**config.mk**
```make
export PLATFORM = sky130hd
export DESIGN_NAME = dbk_breakpoint
export DESIGN_NICKNAME = d
export VERILOG_FILES = /design/src/design/dbk_breakpoint.v
export VERILOG_INCLUDE_DIRS = /design/src /design/src/design
export SDC_FILE = /design/constraint.sdc
export NUM_CORES = 1
export LEC_CHECK = 0
export BUFFER_PORTS_ARGS = -buffer_cell sky130_fd_sc_hd__buf_4
export CAP_MARGIN = 20
export CORE_ASPECT_RATIO = 0.5
export CORE_MARGIN = 2
export CORE_UTILIZATION = 50
export DETAILED_ROUTE_END_ITERATION = 10
export HOLD_SLACK_MARGIN = 0.05
export PLACE_DENSITY_LB_ADDON = 0.1
export SLEW_MARGIN = 15
export SYNTH_ARGS = -nofsm -noshare
export SYNTH_HDL_FRONTEND = slang
export SYNTH_SLANG_ARGS = --single-unit
```
**constraint.sdc**
```tcl
create_clock -name CLOCK -period 4.8 [get_ports CLOCK]
set_clock_uncertainty 0.05 [all_clocks]
set_input_delay 0.96 -clock CLOCK [delete_from_list [all_inputs] [get_ports CLOCK]]
set_output_delay 0.96 -clock CLOCK [all_outputs]
set_load 0.01 [all_outputs]
```
**src/design/dbk_defs.vh**
```
`ifndef DBK_DEFS_VH
`define DBK_DEFS_VH

// Serial command codes
`define DBK_CMD_BACKGROUND   8'h90
`define DBK_CMD_READ_STATUS  8'hE4
`define DBK_CMD_WRITE_CTRL   8'hC4
`define DBK_CMD_READ_MATCH   8'hE2
`define DBK_CMD_WRITE_MATCH  8'hC2

// Status/control bit positions
`define DBK_BIT_PERMIT       7
`define DBK_BIT_ACTIVE       6
`define DBK_BIT_BKPT_EN      5
`define DBK_BIT_FTS          4
`define DBK_BIT_CLKSEL       3
`define DBK_BIT_WS           2
`define DBK_BIT_WSF          1
`define DBK_BIT_DVF          0

// Reset values
`define DBK_RST_SCR_NORMAL   8'h00
`define DBK_RST_SCR_DEBUG    8'hC8
`define DBK_RST_MATCH        16'h0000

`endif

```
**src/design/dbk_breakpoint.v**
```verilog
// Contract
// - Compare every CPU bus address with one 16-bit match value.
// - Forced mode: match access halts CPU at next instruction boundary.
// - Tagged mode: tag matching opcode; halt only if it reaches queue end.
// - Tags apply to opcode fetches only; forced matches any access.
// - Enable bit 0 (reset) suppresses all breakpoint requests.
// - Force/tag select 1 means forced, 0 means tagged.
// - Both registers reached only by serial debug commands, not CPU map.
// - Permit bit cannot be written while CPU is halted.
// - Four status bits are read-only; control write never alters them.
// - Clock select bit always read/write, normal reset 0, debug reset 1; 0 alternate, 1 bus clock.
// - Permit bit once 1 stays 1 until normal reset.
// - Permit 0 refuses halt entry; non-intrusive commands still run.
// - Active flag is 1 while halted, 0 while user program runs.
// - Wait/stop flag 1 in WAIT/STOP or after forced exit into halt.
// - Background command forces CPU out of WAIT or STOP into halt.
// - Set failure flag when memory command collides with WAIT/STOP.
// - Data-valid failure flag unused, always zero.
// - Status read E4 returns byte; control write C4 carries byte.
// - Match read E2 returns 16 bits; match write C2 carries 16 bits.
// - Background command 90 halts only when permit bit is set.
`timescale 1ns/1ps
`include "dbk_defs.vh"

module dbk_breakpoint (
    input  wire        CLOCK,
    input  wire        RST_N,
    input  wire        RESET_INTO_DEBUG,
    input  wire        CMD_VALID,
    input  wire [7:0]  CMD_CODE,
    input  wire [15:0] CMD_WDATA,
    output reg  [15:0] CMD_RDATA,
    output reg         CMD_RVALID,
    input  wire        MEM_CMD_FAIL_WS,
    input  wire [15:0] CPU_ADDR,
    input  wire        CPU_ACCESS,
    input  wire        CPU_OPCODE_FETCH,
    input  wire        CPU_QUEUE_FLUSH,
    input  wire        CPU_QUEUE_END,
    input  wire        CPU_INSTR_BOUNDARY,
    input  wire        CPU_WAIT_STOP,
    input  wire        CPU_RESUME,
    output wire        HALT_REQUEST,
    output wire        HALTED,
    output wire        COMM_CLOCK_SELECT
);

    reg        permit_ff;
    reg        active_ff;
    reg        bkpt_en_ff;
    reg        fts_ff;
    reg        clksel_ff;
    reg        ws_ff;
    reg        wsf_ff;
    reg        force_pend_ff;
    reg  [2:0] tag_ff;
    reg  [15:0] match_ff;
    reg        strap_done_ff;

    localparam [7:0] SCR_DEBUG_RST = `DBK_RST_SCR_DEBUG;

    wire       addr_hit   = (CPU_ADDR == match_ff);
    wire       bkpt_live  = bkpt_en_ff & permit_ff & ~active_ff;
    wire       force_hit  = bkpt_live & fts_ff & CPU_ACCESS & addr_hit;
    wire       tag_hit    = bkpt_live & ~fts_ff & CPU_OPCODE_FETCH & addr_hit;

    wire       wr_ctrl    = CMD_VALID & (CMD_CODE == `DBK_CMD_WRITE_CTRL);
    wire       wr_match   = CMD_VALID & (CMD_CODE == `DBK_CMD_WRITE_MATCH);
    wire       rd_status  = CMD_VALID & (CMD_CODE == `DBK_CMD_READ_STATUS);
    wire       rd_match   = CMD_VALID & (CMD_CODE == `DBK_CMD_READ_MATCH);
    wire       bg_cmd     = CMD_VALID & (CMD_CODE == `DBK_CMD_BACKGROUND) & permit_ff;

    // Queue tracks tagged opcode positions; bit 0 is the queue end
    wire       tag_at_end = tag_ff[0] & CPU_QUEUE_END;
    wire       force_fire = (force_pend_ff | force_hit) & CPU_INSTR_BOUNDARY;
    wire       enter_halt = ~active_ff & (bg_cmd | ((force_fire | tag_at_end) & permit_ff));

    wire [7:0] status_byte;
    assign status_byte[`DBK_BIT_PERMIT]  = permit_ff;
    assign status_byte[`DBK_BIT_ACTIVE]  = active_ff;
    assign status_byte[`DBK_BIT_BKPT_EN] = bkpt_en_ff;
    assign status_byte[`DBK_BIT_FTS]     = fts_ff;
    assign status_byte[`DBK_BIT_CLKSEL]  = clksel_ff;
    assign status_byte[`DBK_BIT_WS]      = ws_ff | CPU_WAIT_STOP;
    assign status_byte[`DBK_BIT_WSF]     = wsf_ff;
    assign status_byte[`DBK_BIT_DVF]     = 1'b0;

    assign HALT_REQUEST      = enter_halt;
    assign HALTED            = active_ff;
    assign COMM_CLOCK_SELECT = clksel_ff;

    // Control and status register
    always @(posedge CLOCK or negedge RST_N) begin
        if (!RST_N) begin
            permit_ff     <= 1'b0;
            active_ff     <= 1'b0;
            bkpt_en_ff    <= 1'b0;
            fts_ff        <= 1'b0;
            clksel_ff     <= 1'b0;
            ws_ff         <= 1'b0;
            wsf_ff        <= 1'b0;
            strap_done_ff <= 1'b0;
        end else if (!strap_done_ff) begin
            // Debug-mode reset values caught after release
            strap_done_ff <= 1'b1;
            if (RESET_INTO_DEBUG) begin
                permit_ff <= SCR_DEBUG_RST[`DBK_BIT_PERMIT];
                active_ff <= SCR_DEBUG_RST[`DBK_BIT_ACTIVE];
                clksel_ff <= SCR_DEBUG_RST[`DBK_BIT_CLKSEL];
            end
        end else begin
            if (wr_ctrl) begin
                if (!active_ff && CMD_WDATA[`DBK_BIT_PERMIT])
                    permit_ff <= 1'b1;
                bkpt_en_ff <= CMD_WDATA[`DBK_BIT_BKPT_EN];
                fts_ff     <= CMD_WDATA[`DBK_BIT_FTS];
                clksel_ff  <= CMD_WDATA[`DBK_BIT_CLKSEL];
            end
            // Status bits change only by hardware events and the background command
            if (enter_halt)
                active_ff <= 1'b1;
            else if (CPU_RESUME)
                active_ff <= 1'b0;
            if (bg_cmd && CPU_WAIT_STOP && !active_ff)
                ws_ff <= 1'b1;
            else if (CPU_RESUME)
                ws_ff <= 1'b0;
            if (MEM_CMD_FAIL_WS)
                wsf_ff <= 1'b1;
            else if (CPU_RESUME)
                wsf_ff <= 1'b0;
        end
    end

    // Match register and breakpoint tracking
    always @(posedge CLOCK or negedge RST_N) begin
        if (!RST_N) begin
            match_ff      <= `DBK_RST_MATCH;
            force_pend_ff <= 1'b0;
            tag_ff        <= 3'h0;
        end else begin
            if (wr_match)
                match_ff <= CMD_WDATA;
            if (force_fire || enter_halt || !bkpt_live)
                force_pend_ff <= 1'b0;
            else if (force_hit)
                force_pend_ff <= 1'b1;
            if (CPU_QUEUE_FLUSH || enter_halt || !bkpt_en_ff)
                tag_ff <= 3'h0;
            else if (CPU_QUEUE_END)
                tag_ff <= {tag_hit, tag_ff[2:1]};
            else if (tag_hit)
                tag_ff <= tag_ff | 3'h4;
        end
    end

    // Command read data
    always @(posedge CLOCK or negedge RST_N) begin
        if (!RST_N) begin
            CMD_RDATA  <= 16'h0000;
            CMD_RVALID <= 1'b0;
        end else begin
            CMD_RVALID <= rd_status | rd_match;
            if (rd_status)
                CMD_RDATA <= {8'h00, status_byte};
            else if (rd_match)
                CMD_RDATA <= match_ff;
        end
    end

endmodule // dbk_breakpoint

```
==> impl_metrics.py, run 1 <==
metrics = {
    "setup_path": {
        "reg2reg_to": "tag_ff[0]",
        "worst_ep_arrival_time_ps": 2260,
        "crit_fanout": 2,
        "worst_ep_required_time_ps": 3790,
        "worst_setup_path_start_kind": "input port",
        "critical_path_class": "in -> out",
        "critical_path.reg2reg.startpoint": "HALTED",
        "setup.worst_path.end_class": "primary output",
        "r2r_cells": 5,
        "setup.reg_to_reg.worst_slack_ps": 2880,
    },
    "drt": {
        "detail_route.drc_violations": 0,
        "post_drt_via_cell_ratio": 5.37,
        "drt_pre_antenna_iters": 4,
        "wirelength_um": 4860,
        "ant_nets": 0,
        "count_of_routing_violations_after_the_opening_detailed_route_iteration": 55,
        "route.vias.total": 1623,
        "routed_length_per_instance_um": 16.1,
    },
    "clock_network": {
        "h_tree_depth": 2,
        "clk_transition_reported_paths_ps": 80,
        "clock_tree.root_cell": "sky130_fd_sc_hd__clkbuf_8",
        "postCtsResizedCells": 0,
        "tritoncts.num_buffers": 5,
        "number_of_setup_buffers_added_after_cts": 0,
        "ctsLongestPathBuffers": 2,
        "cts_tree": "yes",
        "clock_latency_ps": 290,
        "cts.sinks": 45,
        "cts.hold.buffers_added": 0,
    },
    "sta": {
        "slew_at_the_pin_closest_to_its_max_slew_limit_ps": 585,
        "fin_crit_sh_pct": 68.1,
        "grt_setup_unrepaired": "false",
        "finalHoldViolCount": 0,
        "timing.final.crit_period_ps": 3270,
        "maxSlewViolCount": 0,
        "timing.slew.headroom_pct": 60.7,
        "timing.fmax_mhz": 306,
        "report.final.setup_viol": 0,
        "tns_ps": 0,
    },
    "global_route": {
        "grt_antenna_before_repair": 0,
        "number_of_global_route_vias_before_repair": 1665,
        "pin_count_of_the_biggest_net_entering_global_routing": 46,
        "grt_first_pass_wirelength_um": 8210,
        "globalRouteOverflowTotal": 0,
        "grt_use_total_pct": 23.1,
    },
    "yosys": {
        "async_reset_ff_share_pct": 100,
        "netlist_area_sq_mm": 0.00211,
        "synth-main-ff-cell": "sky130_fd_sc_hd__dfrtp_1",
        "synth_sequential_area_ratio_pct": 53.4,
        "synth-warning-count": 0,
        "syn_nets": 225,
        "yosysUniqueCellTypes": 43,
        "syn_inst": 173,
        "number_of_enable_type_register_cells_in_the_synthesized_netlist": 0,
        "synth.ff_latch_count": 45,
        "syn-mean-instance-area_sq_um": 12.2,
    },
    "finish": {
        "largestRegisters": "CMD_RDATA x16, match_ff x16, tag_ff x3",
        "fin_area_sq_mm": 0.00280,
        "area_growth_syn_to_layout_pct": 32.7,
        "finish.cell_count_without_fillers": 302,
        "antenna-diode-count": 0,
        "final_nets": 299,
        "final_layout_size_suffix_gt1_share_pct": 41.5,
    },
    "pwr": {
        "power.share.sequential_pct": 51.6,
        "p_leak_nw": 1.43,
        "p_clk_share_pct": 37.9,
        "power_per_cell_area_mw_per_mm2": 277,
        "peak_supply_drop_mv": 0.138,
        "power.combinational.fraction_pct": 10.5,
        "p_switching_mw": 0.169,
        "switching_share_pct": 21.8,
        "power_report.internal_total_mw": 0.607,
    },
    "placement": {
        "placement.cell_area_sq_mm": 0.00268,
        "port_buffers": 71,
        "post_dp_hpwl_um": 3700,
        "globalplace.congestion": 0.825,
        "dpl.cell_count": 294,
    },
    "floorplan": {
        "design.die.area_sq_mm": 0.00478,
        "rows": 16,
        "die_width_um": 95.8,
        "floorplan.die.height_um": 49.9,
        "initial_core_utilization_pct": 53.2,
        "io-pin-count": 72,
        "placeableCoreArea_sq_mm": 0.00396,
    },
    "run": {
        "max_cap_violations": 0,
    },
    "min_path": {
        "whs_endpoint": "CMD_RDATA[1]",
        "hold_depth": 2,
        "min-delay-path-class": "reg -> reg",
        "worst_hold_startpoint": "CMD_RDATA[1]",
    },
    "status": {
        "run_status": "finished, final reports clean",
    },
}
## worst max-delay path by stage
stage | depth (start not counted) | startpoint | slack, ps | endpoint
after detailed placement | 6 | CPU_ADDR[6] | 1590 | HALT_REQUEST
final | 6 | CPU_ADDR[6] | 1530 | HALT_REQUEST
after global routing | 6 | CPU_ADDR[6] | 1460 | HALT_REQUEST
after floorplan | 4 | CPU_ADDR[9] | 1920 | HALT_REQUEST
after global placement | 6 | CPU_ADDR[9] | 1610 | HALT_REQUEST
after CTS | 6 | CPU_ADDR[6] | 1580 | HALT_REQUEST
## worst max-delay path: stages
cell and delay, ps:
sky130_fd_sc_hd__buf_4 110, sky130_fd_sc_hd__xor2_1 130, sky130_fd_sc_hd__nor4_1 470, sky130_fd_sc_hd__nand3_1 190, sky130_fd_sc_hd__o21ai_2 230, sky130_fd_sc_hd__buf_4 150
## routing by layer
layer	up-vias	GRT usage [%]	part of all wire (%)
li1	781	-	-
met1	787	33.3	48
met2	53	34.3	45
met3	2	7.49	7.0
met4	0	4.76	0.60
met5	-	0	0
## power groups by stage
stage,Sequential [mW],Clock [mW],Combinational [mW]
6_report,0.401,0.294,0.0816
3_5_place_dp,0.408,0,0.0825
4_1_cts,0.401,0.300,0.0827
5_1_grt,0.402,0.314,0.0900
3_3_place_gp,0.407,0,0.0799
2_1_floorplan,0.406,0,0.0293
## stage by stage
| step | setup slack, ps | hold slack (ps) | power (mW) | util [%] |
|---|---|---|---|---|
| after CTS | 1580 | 439 | 0.783 | 70.6 |
| final | 1530 | 434 | 0.776 | 70.6 |
| after detailed placement | 1590 | 421 | 0.491 | 67.6 |
| after global routing | 1460 | 461 | 0.807 | 70.6 |
| after floorplan | 1920 | 400 | 0.435 | - |
| after global placement | 1610 | 412 | 0.487 | 67.6 |
## cell usage after synthesis, types with 3 or more instances
| master | count | share of area, % |
|---|---|---|
| sky130_fd_sc_hd__xnor2_1 | 8 | 3.3 |
| sky130_fd_sc_hd__inv_1 | 3 | 0.53 |
| sky130_fd_sc_hd__nor2_1 | 5 | 0.89 |
| sky130_fd_sc_hd__nand2_1 | 16 | 2.8 |
| sky130_fd_sc_hd__nand3_1 | 3 | 0.71 |
| sky130_fd_sc_hd__nor4_1 | 4 | 1.2 |
| sky130_fd_sc_hd__mux2_2 | 18 | 9.6 |
| sky130_fd_sc_hd__mux2i_1 | 8 | 3.8 |
| sky130_fd_sc_hd__a22o_1 | 10 | 4.2 |
| sky130_fd_sc_hd__o21ai_0 | 6 | 1.4 |
| sky130_fd_sc_hd__dfrtp_1 | 45 | 53 |
| sky130_fd_sc_hd__xor2_1 | 9 | 3.7 |
## cells in the final DEF (no fill, tap or decap), types with 3 or more instances in the layout
master,synthesis,final
sky130_fd_sc_hd__inv_1,3,3
sky130_fd_sc_hd__clkbuf_8,0,6
sky130_fd_sc_hd__nand2_1,16,16
sky130_fd_sc_hd__mux2_2,18,18
sky130_fd_sc_hd__dfrtp_1,45,45
sky130_fd_sc_hd__a22o_1,10,10
sky130_fd_sc_hd__xor2_1,9,9
sky130_fd_sc_hd__o21ai_0,6,6
sky130_fd_sc_hd__buf_4,1,71
sky130_fd_sc_hd__mux2i_1,8,8
sky130_fd_sc_hd__nor4_1,4,4
sky130_fd_sc_hd__nor2_1,5,5
sky130_fd_sc_hd__xnor2_1,8,8
sky130_fd_sc_hd__nand3_1,3,3
## cell type report
class | count | area (sq um)
Fill cell | 310 | 1170
Sequential cell | 45 | 1130
Multi-Input combinational cell | 121 | 943
Timing Repair Buffer | 71 | 533
Clock buffer | 7 | 86.3
Tap cell | 54 | 67.6
Clock inverter | 1 | 30.0
Inverter | 3 | 11.3
## logic make-up after synthesis
logic type | share of synthesized area [%]
AOI/OAI and AO/OA | 10.0
xor gates and xnor gates | 7.06
buffers and inverters | 1.84
muxes | 13.4
DFF | 53.4
other | 0.178
and+or+nand+nor | 14.1
No activity file was read; power rests on OpenSTA's default activity.
==> inputs of run 2 (changes only) <==
ABC_AREA = 1   (was not set)
CORE_UTILIZATION = 45   (was 50)
clock period = 2.75 ns   (was 4.8 ns; I/O delays follow)
==> run 2 against run 1 <==
Worst setup slack got worse by 1300 ps; critical path depth increased by 6; synthesized area increased by 5.8%; non-clock buffer count increased by 2; final cell count increased by 45%; core utilization decreased by 10 points; sequential cell count unchanged; sequential share of layout area decreased by 1.6 points; die area increased by 16%; clock-buffer cell count increased by 1; largest cell class unchanged; highest routed layer unchanged.
==> impl_metrics.py, run 2 <==
metrics = {
    "yosys": {
        "synth.ff_latch_count": 45,
        "number_of_enable_type_register_cells_in_the_synthesized_netlist": 0,
        "synthDominantAreaCellType": "sky130_fd_sc_hd__dfrtp_1",
        "synth.area.top_cells": "sky130_fd_sc_hd__dfrtp_1 51%, sky130_fd_sc_hd__nand2_1 14%, sky130_fd_sc_hd__nor2_1 7.2%",
        "synth_sequential_area_ratio_pct": 50.5,
        "synth-main-ff-cell": "sky130_fd_sc_hd__dfrtp_1",
        "synth.cells.most_frequent": "84 x sky130_fd_sc_hd__nand2_1, 45 x sky130_fd_sc_hd__dfrtp_1, 43 x sky130_fd_sc_hd__nor2_1, 40 x sky130_fd_sc_hd__inv_1, 26 x sky130_fd_sc_hd__a21oi_1",
        "synth-warning-count": 0,
        "netlist_area_sq_mm": 0.00223,
        "async_reset_ff_share_pct": 100,
        "netlist.area_leader.share_pct": 50.5,
        "synthMostInstantiatedCell": "sky130_fd_sc_hd__nand2_1",
        "syn_nets": 346,
        "syn_inst": 294,
        "yosysUniqueCellTypes": 26,
        "syn-mean-instance-area_sq_um": 7.58,
    },
    "setup_path": {
        "critical_path_class": "reg -> out",
        "setup.worst_path.start": "HALTED",
        "path_cells": "inv_1 -> nand3_1 -> nor2_1 -> nand3_1 -> nand2_1 -> nand2_1 -> nand2_1 -> nand2_1 -> nand2_2 -> nand2_2 -> inv_1 -> buf_4",
        "worst_ep_arrival_time_ps": 1880,
        "critPathSlowestCell": "sky130_fd_sc_hd__dfrtp_1",
        "crit_fanout": 5,
        "critical_path.n_buffers_inverters": 3,
        "critical_path.reg2reg.startpoint": "HALTED",
        "crit_top_cell": "sky130_fd_sc_hd__nand2_1",
        "slowest_delay_ps": 420,
        "worst_setup_path_start_kind": "register",
        "setup.worst_path.end_class": "primary output",
        "worst_ep_required_time_ps": 2150,
        "cell_class_contributing_the_biggest_share_of_worst_path_delay": "simple AND/OR/NAND/NOR gates",
    },
    "clock_network": {
        "cts.hold.buffers_added": 0,
        "h_tree_depth": 2,
        "tritoncts.num_buffers": 5,
        "clock_latency_ps": 300,
        "ctsLongestPathBuffers": 2,
        "number_of_setup_buffers_added_after_cts": 0,
        "postCtsResizedCells": 0,
        "clk_transition_reported_paths_ps": 90,
        "cts.sinks": 45,
        "cts_tree": "yes",
        "clock_tree.root_cell": "sky130_fd_sc_hd__clkbuf_8",
    },
    "finish": {
        "antenna-diode-count": 0,
        "seqCellArea_sq_mm": 0.00113,
        "final_cell_mix": "84 x sky130_fd_sc_hd__nand2_1, 73 x sky130_fd_sc_hd__buf_4, 45 x sky130_fd_sc_hd__dfrtp_1",
        "multiInputGateArea_sq_um": 910,
        "final_nets": 420,
        "layout.cells.most_common": "sky130_fd_sc_hd__nand2_1",
        "final_layout_size_suffix_gt1_share_pct": 25.2,
        "nFillCells": 466,
        "largestRegisters": "CMD_RDATA x16, match_ff x16, tag_ff x3",
        "area_growth_syn_to_layout_pct": 30.8,
    },
    "placement": {
        "post_dp_hpwl_um": 4040,
        "globalplace.congestion": 0.783,
        "preCtsSetupSlack_ps": 365,
        "port_buffers": 71,
    },
    "sta": {
        "tns_ps": 0,
        "timing.final.crit_period_ps": 2480,
        "maxSlewViolCount": 0,
        "finalHoldViolCount": 0,
        "fin_crit_sh_pct": 90.2,
        "grt_setup_unrepaired": "false",
        "timing.fmax_mhz": 403,
        "slew_at_the_pin_closest_to_its_max_slew_limit_ps": 567,
        "report.final.setup_viol": 0,
        "setup_ws_ps": 269,
        "timing.slew.headroom_pct": 62.2,
    },
    "pwr": {
        "power.combinational.fraction_pct": 17.7,
        "switching_share_pct": 26.4,
        "power_per_cell_area_mw_per_mm2": 477,
        "p_leak_nw": 1.60,
        "p_switching_mw": 0.367,
        "finalPower_mw": 1.39,
        "p_clk_share_pct": 28.6,
        "power_report.internal_total_mw": 1.02,
        "peak_supply_drop_mv": 0.220,
        "power.share.sequential_pct": 53.7,
    },
    "global_route": {
        "globalRouteOverflowTotal": 0,
        "number_of_global_route_vias_before_repair": 1870,
        "grt_first_pass_wirelength_um": 8690,
        "pin_count_of_the_biggest_net_entering_global_routing": 46,
        "grt_antenna_before_repair": 0,
        "grt_use_total_pct": 20.2,
    },
    "floorplan": {
        "placeableCoreArea_sq_mm": 0.00484,
        "design.die.area_sq_mm": 0.00557,
        "io-pin-count": 72,
        "floorplan.die.height_um": 53.8,
        "die_width_um": 104,
        "rows": 18,
        "initial_core_utilization_pct": 46.0,
    },
    "status": {
        "run_status": "finished, final reports clean",
    },
    "drt": {
        "ant_nets": 0,
        "drt-met1-wl_um": 2540,
        "post_drt_via_cell_ratio": 4.65,
        "highest_signal_layer_in_the_routed_design": "met4",
        "route.met2.wl_um": 2420,
        "count_of_routing_violations_after_the_opening_detailed_route_iteration": 108,
        "wl_met3_um": 262,
        "wirelength_um": 5260,
        "routed_length_per_instance_um": 12.0,
        "detail_route.drc_violations": 0,
        "route.vias.total": 2043,
        "drt_pre_antenna_iters": 4,
    },
    "min_path": {
        "min-delay-path-class": "in -> async",
    },
    "run": {
        "max_cap_violations": 0,
    },
}
==> run 2: area by class of cell <==
cell class,count,area share (%)
Clock buffer,8,2.75
Tap cell,70,3.00
Timing Repair Buffer,73,18.8
Inverter,44,5.66
Multi-Input combinational cell,199,31.2
Sequential cell,45,38.6
==> run 2: path summary, 6_finish.rpt <==
check | to | slack, ps | depth (start not counted)
min | tag_ff[0] | 190 | 1
min reg2reg | CMD_RDATA[9] | 440 | 2
max reg2reg | tag_ff[1] | 1060 | 12
max in group asynchronous | match_ff[0] | 2060 | 1
max | HALT_REQUEST | 270 | 12
min in group CLOCK | match_ff[1] | 430 | 2
==> run 2: power by group through the flow <==
stage	Clock [mW]	Sequential [mW]	Combinational (mW)
2_1_floorplan	0	0.770	0.0825
3_3_place_gp	0	0.757	0.244
3_5_place_dp	0	0.760	0.249
4_1_cts	0.406	0.746	0.250
5_1_grt	0.440	0.753	0.277
6_report	0.398	0.746	0.246
==> run 2: cells by family (layout without fill, tap and decap cells) <==
logic type / count (synthesis) / in the layout / synth area share (%)
simple gates: 148 / 148 / 27.2
buf+inv: 50 / 125 / 8.70
compound gates: 47 / 47 / 12.1
flops: 45 / 45 / 50.5
mux: 2 / 2 / 0.954
other cells: 1 / 1 / 0.168
xor+xnor: 1 / 1 / 0.393
==> run 2: per-stage QoR <==
step	std cells	cell area [sq um]	util, %	hold WS (ps)
floorplan	294	2230	-	204
global placement	431	2840	58.6	416
detailed placement	431	2840	58.6	421
CTS	439	2920	60.2	222
global route	439	2920	60.2	245
finish	439	2920	60.2	188
==> run 2: per-layer routing <==
layer  vias up  GRT usage, %
li1       1067             -
met1       929          25.5
met2        43          35.3
met3         4          5.57
met4         0          5.63
met5         -             0
==> inputs of run 3 (changes only) <==
CORE_UTILIZATION = 40   (was 45)
CTS_CLUSTER_DIAMETER = 120   (was not set)
==> run 3 against run 2 <==
Maximum frequency up 1.9%; sequential cell count unchanged; non-clock buffer count unchanged; combinational power about the same; first-iteration DRC count down 24%; largest power group unchanged; highest routed layer unchanged.
==> impl_metrics.py, run 3 (synthesis gave the netlist of run 2 again) <==
metrics = {
    "min_path": {
        "min-delay-path-class": "in -> async",
    },
    "global_route": {
        "grt_use_total_pct": 18.1,
        "pin_count_of_the_biggest_net_entering_global_routing": 46,
        "number_of_global_route_vias_before_repair": 1891,
        "globalRouteOverflowTotal": 0,
        "grt_antenna_before_repair": 0,
        "grt_first_pass_wirelength_um": 8640,
    },
    "finish": {
        "largestRegisters": "CMD_RDATA x16, match_ff x16, tag_ff x3",
        "area_growth_syn_to_layout_pct": 31.1,
        "final_nets": 420,
        "final_cell_mix": "84 x sky130_fd_sc_hd__nand2_1, 73 x sky130_fd_sc_hd__buf_4, 45 x sky130_fd_sc_hd__dfrtp_1",
        "antenna-diode-count": 0,
        "fin_util_pct": 53.9,
        "final_layout_size_suffix_gt1_share_pct": 25.7,
        "layout.cells.most_common": "sky130_fd_sc_hd__nand2_1",
    },
    "clock_network": {
        "h_tree_depth": 2,
        "postCtsResizedCells": 0,
        "cts_tree": "yes",
        "clock_latency_ps": 290,
        "clk_transition_reported_paths_ps": 80,
        "cts.sinks": 45,
        "cts.hold.buffers_added": 0,
        "clock_tree.root_cell": "sky130_fd_sc_hd__clkbuf_8",
        "tritoncts.num_buffers": 5,
        "number_of_setup_buffers_added_after_cts": 0,
        "ctsLongestPathBuffers": 2,
    },
    "drt": {
        "post_drt_via_cell_ratio": 4.64,
        "highest_signal_layer_in_the_routed_design": "met4",
        "wl_met3_um": 332,
        "route.met2.wl_um": 2280,
        "route.vias.total": 2050,
        "drt-met1-wl_um": 2630,
        "routed_length_per_instance_um": 12.0,
        "detail_route.drc_violations": 0,
        "count_of_routing_violations_after_the_opening_detailed_route_iteration": 82,
        "ant_nets": 0,
        "drt_pre_antenna_iters": 4,
        "wirelength_um": 5280,
    },
    "sta": {
        "fin_crit_sh_pct": 88.5,
        "maxSlewViolCount": 0,
        "finalHoldViolCount": 0,
        "grt_setup_unrepaired": "false",
        "timing.final.crit_period_ps": 2430,
        "tns_ps": 0,
        "report.final.setup_viol": 0,
        "timing.slew.headroom_pct": 60.9,
        "slew_at_the_pin_closest_to_its_max_slew_limit_ps": 587,
        "hold-worst-slack_ps": 191,
        "timing.fmax_mhz": 411,
    },
    "setup_path": {
        "worst_ep_required_time_ps": 2150,
        "crit_fanout": 3,
        "setup.worst_path.end_class": "primary output",
        "critical_path_class": "reg -> out",
        "setup.worst_path.start": "match_ff[8]",
        "reg2reg_to": "tag_ff[0]",
        "worst_setup_path_start_kind": "register",
        "critical_path.reg2reg.startpoint": "match_ff[8]",
        "r2r_cells": 15,
        "setup.reg_to_reg.worst_slack_ps": 1090,
        "worst_ep_arrival_time_ps": 1830,
    },
    "floorplan": {
        "io-pin-count": 72,
        "design.die.area_sq_mm": 0.00622,
        "floorplan.die.height_um": 56.8,
        "placeableCoreArea_sq_mm": 0.00542,
        "die_width_um": 110,
        "initial_core_utilization_pct": 41.1,
        "rows": 19,
    },
    "pwr": {
        "peak_supply_drop_mv": 0.212,
        "power_per_cell_area_mw_per_mm2": 475,
        "p_leak_nw": 1.60,
        "finalPower_mw": 1.39,
    },
    "run": {
        "max_cap_violations": 0,
    },
    "placement": {
        "globalplace.congestion": 0.772,
        "port_buffers": 71,
        "post_dp_hpwl_um": 4020,
    },
    "status": {
        "run_status": "finished, final reports clean",
    },
}
[run 3: cell count changes in the layout (fill, tap and decap cells not counted), sizes merged]
cell    delta
clkbuf     -2
clkinv     +2
[run 3: area by class of cell]
| class | instances | area, sq um |
|---|---|---|
| fillers | 536 | 2500 |
| flip-flops and latches | 45 | 1130 |
| multi-input cells | 199 | 910 |
| repair buffers | 73 | 548 |
| inverters | 44 | 165 |
| well taps | 73 | 91.3 |
| clock buffers | 6 | 72.6 |
| clock inverters | 2 | 10.0 |
[run 3: through the flow]
step	cells	cell area, sq um	worst slack [ps]
2_1_floorplan	294	2230	747
3_3_place_gp	434	2840	386
3_5_place_dp	434	2840	371
4_1_cts	442	2920	299
5_1_grt	442	2920	93.6
6_report	442	2920	316
[run 3: power by group]
group	switching, mW	internal (mW)	leakage [nW]
combinational	0.116	0.131	1.02
clock	0.220	0.176	0.0450
sequential	0.0348	0.712	0.535
[run 3: critical path, cell delays in order, from the launching register on]
cell and delay [ps]:
sky130_fd_sc_hd__dfrtp_1 360, sky130_fd_sc_hd__inv_1 80, sky130_fd_sc_hd__nand2_1 60, sky130_fd_sc_hd__nand2_1 50, sky130_fd_sc_hd__nor2_1 120, sky130_fd_sc_hd__nand2_1 90
sky130_fd_sc_hd__nor2_2 140, sky130_fd_sc_hd__nand3_1 90, sky130_fd_sc_hd__nand2_1 80, sky130_fd_sc_hd__nand2_1 50, sky130_fd_sc_hd__nand2_1 50, sky130_fd_sc_hd__nand2_1 50
sky130_fd_sc_hd__nand2_2 80, sky130_fd_sc_hd__nand2_2 60, sky130_fd_sc_hd__inv_1 60, sky130_fd_sc_hd__buf_4 110
[run 3: how the worst max path moves through the flow]
stage	end	slack (ps)	cells after the start
after floorplan	HALT_REQUEST	750	14
after global placement	HALT_REQUEST	390	15
after detailed placement	HALT_REQUEST	370	16
after CTS	HALT_REQUEST	300	15
after global routing	HALT_REQUEST	90	15
final	HALT_REQUEST	320	15
[run 3: routing by layer]
metal,GRT usage (%),up-vias
li1,-,1065
met1,26.0,914
met2,27.5,65
met3,4.65,6
met4,4.34,0
met5,0,-
